$ cat src/shared/irm_regs.svh
`ifndef IRM_REGS_SVH
`define IRM_REGS_SVH

// fixed context count and bus geometry
`define IRM_NCTX        4
`define IRM_CTX_IDX_W   2
`define IRM_ADDR_W      8

// global register byte addresses
`define IRM_MASK_HI_SET 8'h00
`define IRM_MASK_HI_CLR 8'h04
`define IRM_MASK_LO_SET 8'h08
`define IRM_MASK_LO_CLR 8'h0c
`define IRM_IRQ_FLAGS   8'h10
`define IRM_IRQ_ENABLES 8'h14
`define IRM_TOP_FLAGS   8'h18

// per-context window: addr[7:6] == 01, ctx in addr[5:4], reg in addr[3:2]
`define IRM_CTX_WIN     2'b01
`define IRM_CTX_CONTROL 2'b00
`define IRM_CTX_MATCH   2'b01

// receive_context_match fields
`define IRM_M_LABEL     31:28
`define IRM_M_CMP       26:12
`define IRM_M_SYNC      11:8
`define IRM_M_CHAN      5:0

// context control fields
`define IRM_C_RUN       0
`define IRM_C_ARM       1
`define IRM_C_CHSET     2
`define IRM_C_FILL      3
`define IRM_C_HDR       4
`define IRM_C_ACTIVE    8

// top_irq_flags fields
`define IRM_T_RX_SUM    0
`define IRM_T_MISMATCH  1

// reset values and codes
`define IRM_CTL_RST     5'h00
`define IRM_MATCH_RST   32'h0000_0000
`define IRM_HOLD_SYNC   2'b11
`define IRM_RESP_OKAY   2'b00
`define IRM_RESP_SLVERR 2'b10

`endif

$ cat src/shared/irm_pkg.sv
package irm_pkg;

    typedef enum logic [1:0] {
        IRM_IDLE,
        IRM_ARMED,
        IRM_ACTIVE
    } irm_ctx_state_e;

    typedef logic [14:0] irm_cycle_t;
    typedef logic [5:0]  irm_chan_t;

endpackage

$ cat src/verilog/irm_ctx_match.sv
// The AXI4-Lite slave port and the placing of the registers were chosen for this implementation.
`timescale 1ns/100ps
`include "irm_regs.svh"
// Contract
// RULE1: each label enable admits its 2-bit code
// RULE2: labels always checked; sync only on hold 11
// RULE3: hold 11 waits for matching sync packet
// RULE4: wrong sync during hold is discarded
// RULE5: compare value is seconds[1:0] over cycle
// RULE6: armed context starts on cycle match, clears arm
// RULE7: single-channel context takes its channel only
// RULE8: no label enabled means nothing matches
// RULE9: software writes match only while inactive; match_q takes writes in any state
// RULE10: channel-set context uses shared 64-bit mask
// RULE11: channel-set needs stream fill and header; CHSET routes packets without FILL or HDR set
// RULE12: set addresses enable, clear addresses disable
// RULE13: mask reads show enabled channels as ones
// RULE14: mask survives bus reset, not hard reset
// RULE15: single-channel one packet per cycle; fill chains
// RULE16: stopped context drops queued packets
// RULE17: clearing run stops context at once
// RULE18: channel-set context wins shared channels
// RULE19: enables read back only implemented contexts
// RULE20: per-context flags gated, one summary bit
// RULE21: mismatch event suspends cycle-start matching
// RULE22: software stops armed contexts, clears event
// RULE23: run without arm goes active at once
module irm_ctx_match (
    input  wire logic                     CORE_CLK_I,
    input  wire logic                     NRST_I,
    // axi4-lite slave
    input  wire logic [`IRM_ADDR_W-1:0]   S_AXI_AWADDR_I,
    input  wire logic                     S_AXI_AWVALID_I,
    output logic                          S_AXI_AWREADY_O,
    input  wire logic [31:0]              S_AXI_WDATA_I,
    input  wire logic [3:0]               S_AXI_WSTRB_I,
    input  wire logic                     S_AXI_WVALID_I,
    output logic                          S_AXI_WREADY_O,
    output logic [1:0]                    S_AXI_BRESP_O,
    output logic                          S_AXI_BVALID_O,
    input  wire logic                     S_AXI_BREADY_I,
    input  wire logic [`IRM_ADDR_W-1:0]   S_AXI_ARADDR_I,
    input  wire logic                     S_AXI_ARVALID_I,
    output logic                          S_AXI_ARREADY_O,
    output logic [31:0]                   S_AXI_RDATA_O,
    output logic [1:0]                    S_AXI_RRESP_O,
    output logic                          S_AXI_RVALID_O,
    input  wire logic                     S_AXI_RREADY_I,
    // cycle timer
    input  wire logic                     CYCLE_START_I,
    input  wire logic [1:0]               BUS_SECONDS_FIELD_I,
    input  wire logic [12:0]              BUS_CYCLE_NUMBER_I,
    input  wire logic                     CYCLE_CLOCK_MISMATCH_I,
    // receive fifo head
    input  wire logic                     PKT_VALID_I,
    input  wire logic [5:0]               PKT_CHANNEL_I,
    input  wire logic [1:0]               PKT_LABEL_I,
    input  wire logic [3:0]               PKT_SYNC_I,
    // descriptor processing
    input  wire logic [2*`IRM_NCTX-1:0]   DESC_HOLD_CODE_I,
    input  wire logic [`IRM_NCTX-1:0]     PROGRAM_END_I,
    input  wire logic [`IRM_NCTX-1:0]     CTX_IRQ_REQ_I,
    output logic                          PKT_ACCEPT_O,
    output logic                          PKT_DROP_O,
    output logic [`IRM_CTX_IDX_W-1:0]     PKT_CTX_O,
    output logic                          PKT_CHAIN_O,
    output logic                          PKT_KEEP_HEADER_O,
    output logic [`IRM_NCTX-1:0]          CTX_ACTIVE_O
);

    localparam int N = `IRM_NCTX;

    ////////////////////////////////////////////////////////////////////////
    // bus slave front end

    logic                   aw_hold_q;
    logic [`IRM_ADDR_W-1:0] aw_addr_q;
    logic                   w_hold_q;
    logic [31:0]            w_data_q;
    logic [3:0]             w_strb_q;
    logic                   bvalid_q;
    logic [1:0]             bresp_q;
    logic                   rvalid_q;
    logic [31:0]            rdata_q;
    logic [1:0]             rresp_q;
    logic                   wr_fire;
    logic [31:0]            wr_bmask;
    logic [31:0]            wr_ones;

    assign S_AXI_AWREADY_O = !aw_hold_q && !bvalid_q;
    assign S_AXI_WREADY_O  = !w_hold_q && !bvalid_q;
    assign S_AXI_ARREADY_O = !rvalid_q;
    assign S_AXI_BVALID_O  = bvalid_q;
    assign S_AXI_BRESP_O   = bresp_q;
    assign S_AXI_RVALID_O  = rvalid_q;
    assign S_AXI_RDATA_O   = rdata_q;
    assign S_AXI_RRESP_O   = rresp_q;

    // write commits once both halves are parked
    assign wr_fire  = aw_hold_q && w_hold_q && !bvalid_q;
    assign wr_bmask = {{8{w_strb_q[3]}}, {8{w_strb_q[2]}},
                       {8{w_strb_q[1]}}, {8{w_strb_q[0]}}};
    assign wr_ones  = w_data_q & wr_bmask;

    always_ff @(posedge CORE_CLK_I or negedge NRST_I) begin
        if (!NRST_I) begin
            aw_hold_q <= 1'b0;
            aw_addr_q <= '0;
        end else if (S_AXI_AWVALID_I && S_AXI_AWREADY_O) begin
            aw_hold_q <= 1'b1;
            aw_addr_q <= S_AXI_AWADDR_I;
        end else if (wr_fire) begin
            aw_hold_q <= 1'b0;
        end
    end

    always_ff @(posedge CORE_CLK_I or negedge NRST_I) begin
        if (!NRST_I) begin
            w_hold_q <= 1'b0;
            w_data_q <= '0;
            w_strb_q <= '0;
        end else if (S_AXI_WVALID_I && S_AXI_WREADY_O) begin
            w_hold_q <= 1'b1;
            w_data_q <= S_AXI_WDATA_I;
            w_strb_q <= S_AXI_WSTRB_I;
        end else if (wr_fire) begin
            w_hold_q <= 1'b0;
        end
    end

    function automatic logic addr_mapped(
        input logic [`IRM_ADDR_W-1:0] a
    );
        logic ok;
        ok = (a[7:6] == `IRM_CTX_WIN) && (a[3] == 1'b0);
        case (a)
            `IRM_MASK_HI_SET, `IRM_MASK_HI_CLR,
            `IRM_MASK_LO_SET, `IRM_MASK_LO_CLR,
            `IRM_IRQ_FLAGS, `IRM_IRQ_ENABLES,
            `IRM_TOP_FLAGS: ok = 1'b1;
            default: ;
        endcase
        return ok && (a[1:0] == 2'b00);
    endfunction

    always_ff @(posedge CORE_CLK_I or negedge NRST_I) begin
        if (!NRST_I) begin
            bvalid_q <= 1'b0;
            bresp_q  <= `IRM_RESP_OKAY;
        end else if (wr_fire) begin
            bvalid_q <= 1'b1;
            bresp_q  <= addr_mapped(aw_addr_q) ? `IRM_RESP_OKAY
                                               : `IRM_RESP_SLVERR;
        end else if (S_AXI_BREADY_I) begin
            bvalid_q <= 1'b0;
        end
    end

    logic wr_ctx_win;
    logic [`IRM_CTX_IDX_W-1:0] wr_ctx;
    assign wr_ctx_win = wr_fire && (aw_addr_q[7:6] == `IRM_CTX_WIN);
    assign wr_ctx     = aw_addr_q[5:4];

    ////////////////////////////////////////////////////////////////////////
    // shared channel mask: no reset, so a bus reset leaves it alone

    logic [63:0] chan_mask_q;

    always_ff @(posedge CORE_CLK_I) begin
        if (wr_fire) begin
            case (aw_addr_q)
                `IRM_MASK_HI_SET:
                    chan_mask_q[63:32] <= chan_mask_q[63:32] | wr_ones; //RULE12
                `IRM_MASK_HI_CLR:
                    chan_mask_q[63:32] <= chan_mask_q[63:32] & ~wr_ones; //RULE12
                `IRM_MASK_LO_SET:
                    chan_mask_q[31:0] <= chan_mask_q[31:0] | wr_ones; //RULE12
                `IRM_MASK_LO_CLR:
                    chan_mask_q[31:0] <= chan_mask_q[31:0] & ~wr_ones; //RULE12
                default: ;
            endcase
        end
    end
    // RULE14 is met by leaving chan_mask_q outside NRST_I

    ////////////////////////////////////////////////////////////////////////
    // cycle-start matching suspension and interrupt flags

    logic            mismatch_q;
    logic [N-1:0]    irq_flags_q;
    logic [N-1:0]    irq_en_q;
    logic            rx_summary;
    logic            cyc_ok;
    irm_pkg::irm_cycle_t now_cycle;

    assign now_cycle  = {BUS_SECONDS_FIELD_I, BUS_CYCLE_NUMBER_I}; //RULE5
    assign cyc_ok     = CYCLE_START_I && !mismatch_q; //RULE21
    assign rx_summary = |(irq_flags_q & irq_en_q); //RULE20

    // set wins over a software clear in the same cycle
    always_ff @(posedge CORE_CLK_I or negedge NRST_I) begin
        if (!NRST_I) begin
            mismatch_q <= 1'b0;
        end else if (CYCLE_CLOCK_MISMATCH_I) begin
            mismatch_q <= 1'b1;
        end else if (wr_fire && aw_addr_q == `IRM_TOP_FLAGS &&
                     wr_ones[`IRM_T_MISMATCH]) begin
            mismatch_q <= 1'b0;
        end
    end

    always_ff @(posedge CORE_CLK_I or negedge NRST_I) begin
        if (!NRST_I) begin
            irq_flags_q <= '0;
        end else if (wr_fire && aw_addr_q == `IRM_IRQ_FLAGS) begin
            irq_flags_q <= (irq_flags_q & ~wr_ones[N-1:0])
                           | CTX_IRQ_REQ_I; //RULE20
        end else begin
            irq_flags_q <= irq_flags_q | CTX_IRQ_REQ_I; //RULE20
        end
    end

    // only implemented contexts have enable storage
    always_ff @(posedge CORE_CLK_I or negedge NRST_I) begin
        if (!NRST_I) begin
            irq_en_q <= '0;
        end else if (wr_fire && aw_addr_q == `IRM_IRQ_ENABLES) begin
            irq_en_q <= (irq_en_q & ~wr_bmask[N-1:0])
                        | (w_data_q[N-1:0] & wr_bmask[N-1:0]); //RULE19
        end
    end

    ////////////////////////////////////////////////////////////////////////
    // per-context control, start sequencing and packet filter

    logic [4:0]           ctl_q   [N];
    logic [31:0]          match_q [N];
    irm_pkg::irm_ctx_state_e st_q [N];
    logic [N-1:0]         took_q;
    logic [N-1:0]         hit_single;
    logic [N-1:0]         hit_set;
    logic [N-1:0]         sync_miss;
    logic [N-1:0]         act;

    assign CTX_ACTIVE_O = act;

    for (genvar i = 0; i < N; i++) begin : g_ctx
        logic wr_ctl;
        logic wr_match;
        logic run;
        logic arm;
        logic label_ok;
        logic [3:0] label_en;
        logic hold_sync;
        logic cyc_hit;

        assign wr_ctl   = wr_ctx_win && wr_ctx == i
                          && aw_addr_q[3:2] == `IRM_CTX_CONTROL;
        assign wr_match = wr_ctx_win && wr_ctx == i
                          && aw_addr_q[3:2] == `IRM_CTX_MATCH;
        assign run      = ctl_q[i][`IRM_C_RUN];
        assign arm      = ctl_q[i][`IRM_C_ARM];
        assign act[i]   = (st_q[i] == irm_pkg::IRM_ACTIVE);
        assign cyc_hit  = st_q[i] == irm_pkg::IRM_ARMED && run && arm
                          && cyc_ok
                          && now_cycle == match_q[i][`IRM_M_CMP]; //RULE6
        // label enable bit k admits label code k; all zero admits none
        assign label_en = match_q[i][`IRM_M_LABEL];
        assign label_ok = label_en[PKT_LABEL_I]; //RULE1 RULE8
        assign hold_sync = DESC_HOLD_CODE_I[2*i +: 2] == `IRM_HOLD_SYNC;
        // sync mismatch only discards while holding
        assign sync_miss[i] = hold_sync
                   && PKT_SYNC_I != match_q[i][`IRM_M_SYNC]; //RULE2 RULE4
        assign hit_set[i] = act[i] && ctl_q[i][`IRM_C_CHSET]
                   && chan_mask_q[PKT_CHANNEL_I] && label_ok //RULE10
                   && !sync_miss[i]; //RULE3
        assign hit_single[i] = act[i] && !ctl_q[i][`IRM_C_CHSET]
                   && PKT_CHANNEL_I == match_q[i][`IRM_M_CHAN] //RULE7
                   && label_ok && !sync_miss[i] //RULE2 RULE3
                   && !took_q[i]; //RULE15

        // software write wins the data bits; hardware only drops arm and run
        always_ff @(posedge CORE_CLK_I or negedge NRST_I) begin
            if (!NRST_I) begin
                ctl_q[i] <= `IRM_CTL_RST;
            end else if (wr_ctl) begin
                ctl_q[i] <= (ctl_q[i] & ~wr_bmask[4:0])
                            | (w_data_q[4:0] & wr_bmask[4:0]);
            end else begin
                if (cyc_hit) begin
                    ctl_q[i][`IRM_C_ARM] <= 1'b0; //RULE6
                end
                if (act[i] && PROGRAM_END_I[i]) begin
                    ctl_q[i][`IRM_C_RUN] <= 1'b0; //RULE16
                end
            end
        end

        always_ff @(posedge CORE_CLK_I or negedge NRST_I) begin
            if (!NRST_I) begin
                match_q[i] <= `IRM_MATCH_RST;
            end else if (wr_match) begin
                // unguarded: writes while active are the caller's hazard
                match_q[i] <= (match_q[i] & ~wr_bmask)
                              | (w_data_q & wr_bmask);
            end
        end

        always_ff @(posedge CORE_CLK_I or negedge NRST_I) begin
            if (!NRST_I) begin
                st_q[i] <= irm_pkg::IRM_IDLE;
            end else begin
                case (st_q[i])
                    irm_pkg::IRM_IDLE: begin
                        if (run && !arm) begin
                            st_q[i] <= irm_pkg::IRM_ACTIVE; //RULE23
                        end else if (run) begin
                            st_q[i] <= irm_pkg::IRM_ARMED;
                        end
                    end
                    irm_pkg::IRM_ARMED: begin
                        if (!run) begin
                            st_q[i] <= irm_pkg::IRM_IDLE;
                        end else if (!arm || cyc_hit) begin
                            st_q[i] <= irm_pkg::IRM_ACTIVE; //RULE6
                        end
                    end
                    irm_pkg::IRM_ACTIVE: begin
                        if (!run || PROGRAM_END_I[i]) begin
                            st_q[i] <= irm_pkg::IRM_IDLE; //RULE17
                        end
                    end
                    default: st_q[i] <= irm_pkg::IRM_IDLE;
                endcase
            end
        end

        // one packet per bus cycle for single-channel contexts
        always_ff @(posedge CORE_CLK_I or negedge NRST_I) begin
            if (!NRST_I) begin
                took_q[i] <= 1'b0;
            end else if (CYCLE_START_I) begin
                took_q[i] <= 1'b0; //RULE15
            end else if (PKT_VALID_I && PKT_ACCEPT_O
                         && PKT_CTX_O == i) begin
                took_q[i] <= 1'b1; //RULE15
            end
        end

        a_armed_waits: assert property ( //RULE6
            @(posedge CORE_CLK_I) disable iff (!NRST_I)
            st_q[i] == irm_pkg::IRM_ARMED && arm && !cyc_hit && run
            |=> st_q[i] != irm_pkg::IRM_ACTIVE)
            else $error("armed context went active without match");

        a_match_starts: assert property ( //RULE6
            @(posedge CORE_CLK_I) disable iff (!NRST_I)
            cyc_hit && !wr_ctl
            |=> act[i] && !ctl_q[i][`IRM_C_ARM])
            else $error("cycle match did not start context");

        a_mismatch_holds: assert property ( //RULE21
            @(posedge CORE_CLK_I) disable iff (!NRST_I)
            mismatch_q && st_q[i] == irm_pkg::IRM_ARMED && arm && run
            && !wr_ctl |=> st_q[i] == irm_pkg::IRM_ARMED)
            else $error("armed context started during mismatch");

        a_run_immediate: assert property ( //RULE23
            @(posedge CORE_CLK_I) disable iff (!NRST_I)
            st_q[i] == irm_pkg::IRM_IDLE && run && !arm
            |=> act[i])
            else $error("run without arm did not activate");

        a_stop_on_run: assert property ( //RULE17
            @(posedge CORE_CLK_I) disable iff (!NRST_I)
            act[i] && !run |=> !act[i])
            else $error("context still active after run cleared");
    end

    ////////////////////////////////////////////////////////////////////////
    // routing: channel-set context first, else lowest single context

    logic                       acc_d;
    logic [`IRM_CTX_IDX_W-1:0]  ctx_d;

    always_comb begin
        acc_d = 1'b0;
        ctx_d = '0;
        for (int k = N - 1; k >= 0; k--) begin
            if (hit_single[k]) begin
                acc_d = 1'b1;
                ctx_d = k[`IRM_CTX_IDX_W-1:0];
            end
        end
        for (int k = N - 1; k >= 0; k--) begin
            if (hit_set[k]) begin
                acc_d = 1'b1; //RULE18
                ctx_d = k[`IRM_CTX_IDX_W-1:0]; //RULE18
            end
        end
    end

    // decision is combinational so the fifo pops in the same cycle
    assign PKT_ACCEPT_O = PKT_VALID_I && acc_d;
    assign PKT_DROP_O   = PKT_VALID_I && !acc_d; //RULE16 RULE4
    assign PKT_CTX_O    = ctx_d;

    // chaining and header keeping follow the chosen context
    always_ff @(posedge CORE_CLK_I or negedge NRST_I) begin
        if (!NRST_I) begin
            PKT_CHAIN_O       <= 1'b0;
            PKT_KEEP_HEADER_O <= 1'b0;
        end else if (PKT_ACCEPT_O) begin
            PKT_CHAIN_O       <= ctl_q[ctx_d][`IRM_C_FILL]; //RULE15
            PKT_KEEP_HEADER_O <= ctl_q[ctx_d][`IRM_C_HDR];
        end
    end

    a_set_wins: assert property ( //RULE18
        @(posedge CORE_CLK_I) disable iff (!NRST_I)
        PKT_VALID_I && |hit_set |-> PKT_ACCEPT_O && hit_set[PKT_CTX_O])
        else $error("channel-set context lost a shared packet");

    a_no_idle_accept: assert property ( //RULE16
        @(posedge CORE_CLK_I) disable iff (!NRST_I)
        PKT_ACCEPT_O |-> act[PKT_CTX_O])
        else $error("packet routed to a stopped context");

    ////////////////////////////////////////////////////////////////////////
    // register read side

    logic [31:0] rd_d;

    always_comb begin
        rd_d = '0;
        case (S_AXI_ARADDR_I)
            `IRM_MASK_HI_SET, `IRM_MASK_HI_CLR:
                rd_d = chan_mask_q[63:32]; //RULE13
            `IRM_MASK_LO_SET, `IRM_MASK_LO_CLR:
                rd_d = chan_mask_q[31:0]; //RULE13
            `IRM_IRQ_FLAGS:   rd_d[N-1:0] = irq_flags_q;
            `IRM_IRQ_ENABLES: rd_d[N-1:0] = irq_en_q; //RULE19
            `IRM_TOP_FLAGS: begin
                rd_d[`IRM_T_RX_SUM]   = rx_summary; //RULE20
                rd_d[`IRM_T_MISMATCH] = mismatch_q;
            end
            default: begin
                if (S_AXI_ARADDR_I[7:6] == `IRM_CTX_WIN) begin
                    if (S_AXI_ARADDR_I[3:2] == `IRM_CTX_CONTROL) begin
                        rd_d[4:0] = ctl_q[S_AXI_ARADDR_I[5:4]];
                        rd_d[`IRM_C_ACTIVE] = act[S_AXI_ARADDR_I[5:4]];
                    end else if (S_AXI_ARADDR_I[3:2] == `IRM_CTX_MATCH) begin
                        rd_d = match_q[S_AXI_ARADDR_I[5:4]];
                    end
                end
            end
        endcase
    end

    always_ff @(posedge CORE_CLK_I or negedge NRST_I) begin
        if (!NRST_I) begin
            rvalid_q <= 1'b0;
            rdata_q  <= '0;
            rresp_q  <= `IRM_RESP_OKAY;
        end else if (S_AXI_ARVALID_I && S_AXI_ARREADY_O) begin
            rvalid_q <= 1'b1;
            rdata_q  <= addr_mapped(S_AXI_ARADDR_I) ? rd_d : '0;
            rresp_q  <= addr_mapped(S_AXI_ARADDR_I) ? `IRM_RESP_OKAY
                                                    : `IRM_RESP_SLVERR;
        end else if (S_AXI_RREADY_I) begin
            rvalid_q <= 1'b0;
        end
    end

    a_summary_bit: assert property ( //RULE20
        @(posedge CORE_CLK_I) disable iff (!NRST_I)
        CTX_IRQ_REQ_I[0] && irq_en_q[0] ##1 irq_en_q[0]
        |-> rx_summary)
        else $error("summary bit missing for enabled context event");

endmodule

$ cat config.mk
export PLATFORM = sky130hd
export DESIGN_NAME = irm_ctx_match
export DESIGN_NICKNAME = d
export VERILOG_FILES = /design/src/shared/irm_pkg.sv /design/src/verilog/irm_ctx_match.sv
export VERILOG_INCLUDE_DIRS = /design/src /design/src/shared
export SDC_FILE = /design/constraint.sdc
export NUM_CORES = 1
export LEC_CHECK = 0
export ABC_CLOCK_PERIOD_IN_PS = 4480
export BUFFER_PORTS_ARGS = -buffer_cell sky130_fd_sc_hd__buf_2
export CAP_MARGIN = 20
export CORE_MARGIN = 8
export CORE_UTILIZATION = 40
export DETAILED_ROUTE_END_ITERATION = 7
export PLACE_DENSITY = 0.68
export SLEW_MARGIN = 40
export SYNTH_ARGS = -nofsm -noshare
export SYNTH_HDL_FRONTEND = slang
export SYNTH_SLANG_ARGS = --single-unit
$ cat constraint.sdc
create_clock -name CORE_CLK_I -period 4.48 [get_ports CORE_CLK_I]
set_input_delay 0.896 -clock CORE_CLK_I [delete_from_list [all_inputs] [get_ports CORE_CLK_I]]
set_output_delay 0.896 -clock CORE_CLK_I [all_outputs]
set_load 0.05 [all_outputs]
==> run summary <==
Yosys reg bits = 317
DIE AREA = 46400 sq um
Post-synthesis cell area = 15900 sq um
Achievable Freq = 0.232 GHz
Yosys Warn Count = 0
Core ar. = 39500 sq um
Setup_tns = 0 ps
Max-Cap Viols = 0
Max-slew violations = 0
Hold Buf Count CTS = 0
Post-synth EDFFs = 64
Syn-to-layout area delta = 16.2%
Post-synthesis simple-gate area fraction = 10.9%
Largest family of logic cells by synthesized area = multiplexers
Post-Route Skew = 22.1 ps
Tcrit/Tclk final = 96.3%
Top layer in use = met5
CTS root buf = clkbuf_16
Die Wd = 215 um
Remaining antenna violation count = 0
Postcts setup bufs = 0
Clock Tree Buf Depth = 3
PD cells = 505 nW/um^2
Ys async rst share = 79.8%
Largest net degree at the start of global routing = 142
Worst R2R Start = S_AXI_BVALID_O$_DFFE_PN0P_
GR Util All Layers = 20.1%
Leak Pwr = 8.51 nW
Row Count = 73
Syn Area/Cell = 12.5 sq um
Final setup violation count = 0
IO buf count = 153
R2R cell count = 7
Final instance area = 18500 sq um
Area after DPL = 17300 sq um
CTS tree = built
Ys flop type = dfrtp_1
Pre-Repair DR Iteration Count = 5
TritonCTS buffer count = 35
Share of post-route cells with drive strength above 1 = 33.5%
Most common cell after layout, fill and taps aside = dfrtp_1
Worst-path maximum fanout = 11
Synth Area in Adders = 0%
Hold Fails Final Rpt = 0
WL met2 = 22600 um
Slew headroom = 47.6%
Crit end category = primary output
Final Power = 9.33 mW
Crit path kind = in2out
Vias/cell = 5.76
DRC = 0
Clock transition at path regs = 60 ps
Mux share of post-synthesis cell area = 21.9%
R2r setup slk = 1560 ps
CTS sink count = 317
CTS H-Tree Depth = 2
Resized cells post-CTS = 0
Initial Utilization = 40.3%
Die Y = 215 um
Number of global-route vias before repair = 11700
Hold Path Class = in2async
GPL Wtd Cong = 0.907
Worst-Margin Slew = 783 ps
CP required = 3580 ps
Crit path DAT = 3420 ps
Crit start category = input port
Xor and xnor area share after synthesis = 5.51%
Met3 routed WL = 3530 um
Initial antenna violation count = 6
Period minus WS final = 4310 ps
Gr ovfl total = 0
Top-Level Pins = 156
RSZ-0062 raised after global routing = false
Most frequent cells in the layout = 252 x dfrtp_1, 183 x mux2_2, 152 x buf_2, 104 x nand2_1, 64 x edfxtp_1
Post-Route M1 WL = 19800 um
Synth Area in Compound Gates = 7.66%
VDD IR-drop max = 281 uV
Status = complete, no violations
Clock Latency Late Sink = 520 ps
Wirelength, routed = 47700 um
Synth Instances = 1270
DR WL/cell = 24.2 um
Sequential area share after synthesis = 51.9%
Detailed placement HPWL = 34700 um
Post-layout net count = 1523
Vias = 11400
1st-iter DRT viols = 1033
Netlist cell types = 64
First-pass GRT wire length = 72400 um
==> worst max-delay path, stage by stage <==
cell,delay (ps)
buf_2,300
buf_4,260
mux4_2,510
nor2_1,110
a311oi_1,50
a2111o_1,520
and2_4,250
a22oi_2,200
buf_2,310
==> power by group <==
group          internal, mW  switching [mW]
Combinational          1.01           0.945
Sequential             3.58           0.909
Clock                  1.71            1.19
==> worst max-delay path by stage <==
stage	start	to	slack [ps]
floorplan	PKT_CHANNEL_I[1]	PKT_CTX_O[0]	530
global placement	PKT_CHANNEL_I[1]	PKT_CTX_O[0]	230
detailed placement	PKT_CHANNEL_I[1]	PKT_CTX_O[0]	170
CTS	PKT_CHANNEL_I[1]	PKT_CTX_O[0]	170
global route	PKT_CHANNEL_I[1]	PKT_CTX_O[0]	50
finish	PKT_CHANNEL_I[1]	PKT_CTX_O[0]	170
==> stage by stage <==
step / instances / hold slack, ps / util, % / setup slack (ps)
global placement: 1905 / 461 / 43.8 / 225
global route: 1971 / 431 / 46.8 / 52.2
detailed placement: 1905 / 470 / 43.9 / 170
CTS: 1969 / 482 / 46.8 / 172
finish: 1972 / 399 / 46.8 / 166
floorplan: 1271 / 462 / - / 527
==> synthesized netlist by cell type, types with 17 or more instances <==
library cell  instances  area, sq um
a21oi_1              43          215
a32o_1               27          270
and3_1               61          382
clkbuf_1             52          195
dfrtp_1             253         6330
edfxtp_1             64         1920
mux2_2              183         2060
mux4_2               51         1150
nand2_1             104          390
nand3_1              17         85.1
nor2_1               46          173
nor3_1               19         95.1
o21ai_0              62          310
xnor2_1              39          342
xor2_1               61          534
==> routing by layer <==
layer	track usage, %	vias up
met5	0	-
met4	7.29	8
met3	4.53	96
met2	32.4	415
met1	26.3	5785
li1	-	5047
==> cell families after synthesis <==
family | after synthesis
flops | 317
xor+xnor | 100
buf+inv | 83
other cells | 1
mux | 254
compound gates | 181
simple gates | 334
==> cell type report <==
type                    instances  area [sq um]
multi-input cells             871          7330
clock buffers                  47           972
repair buffers                178          1030
clock inverters                17           173
flip-flops and latches        317          8250
well taps                     525           657
diodes                          2          5.00
inverters                      15          56.3
fillers                      3619         21000
Power figures use the tool's default switching activity.
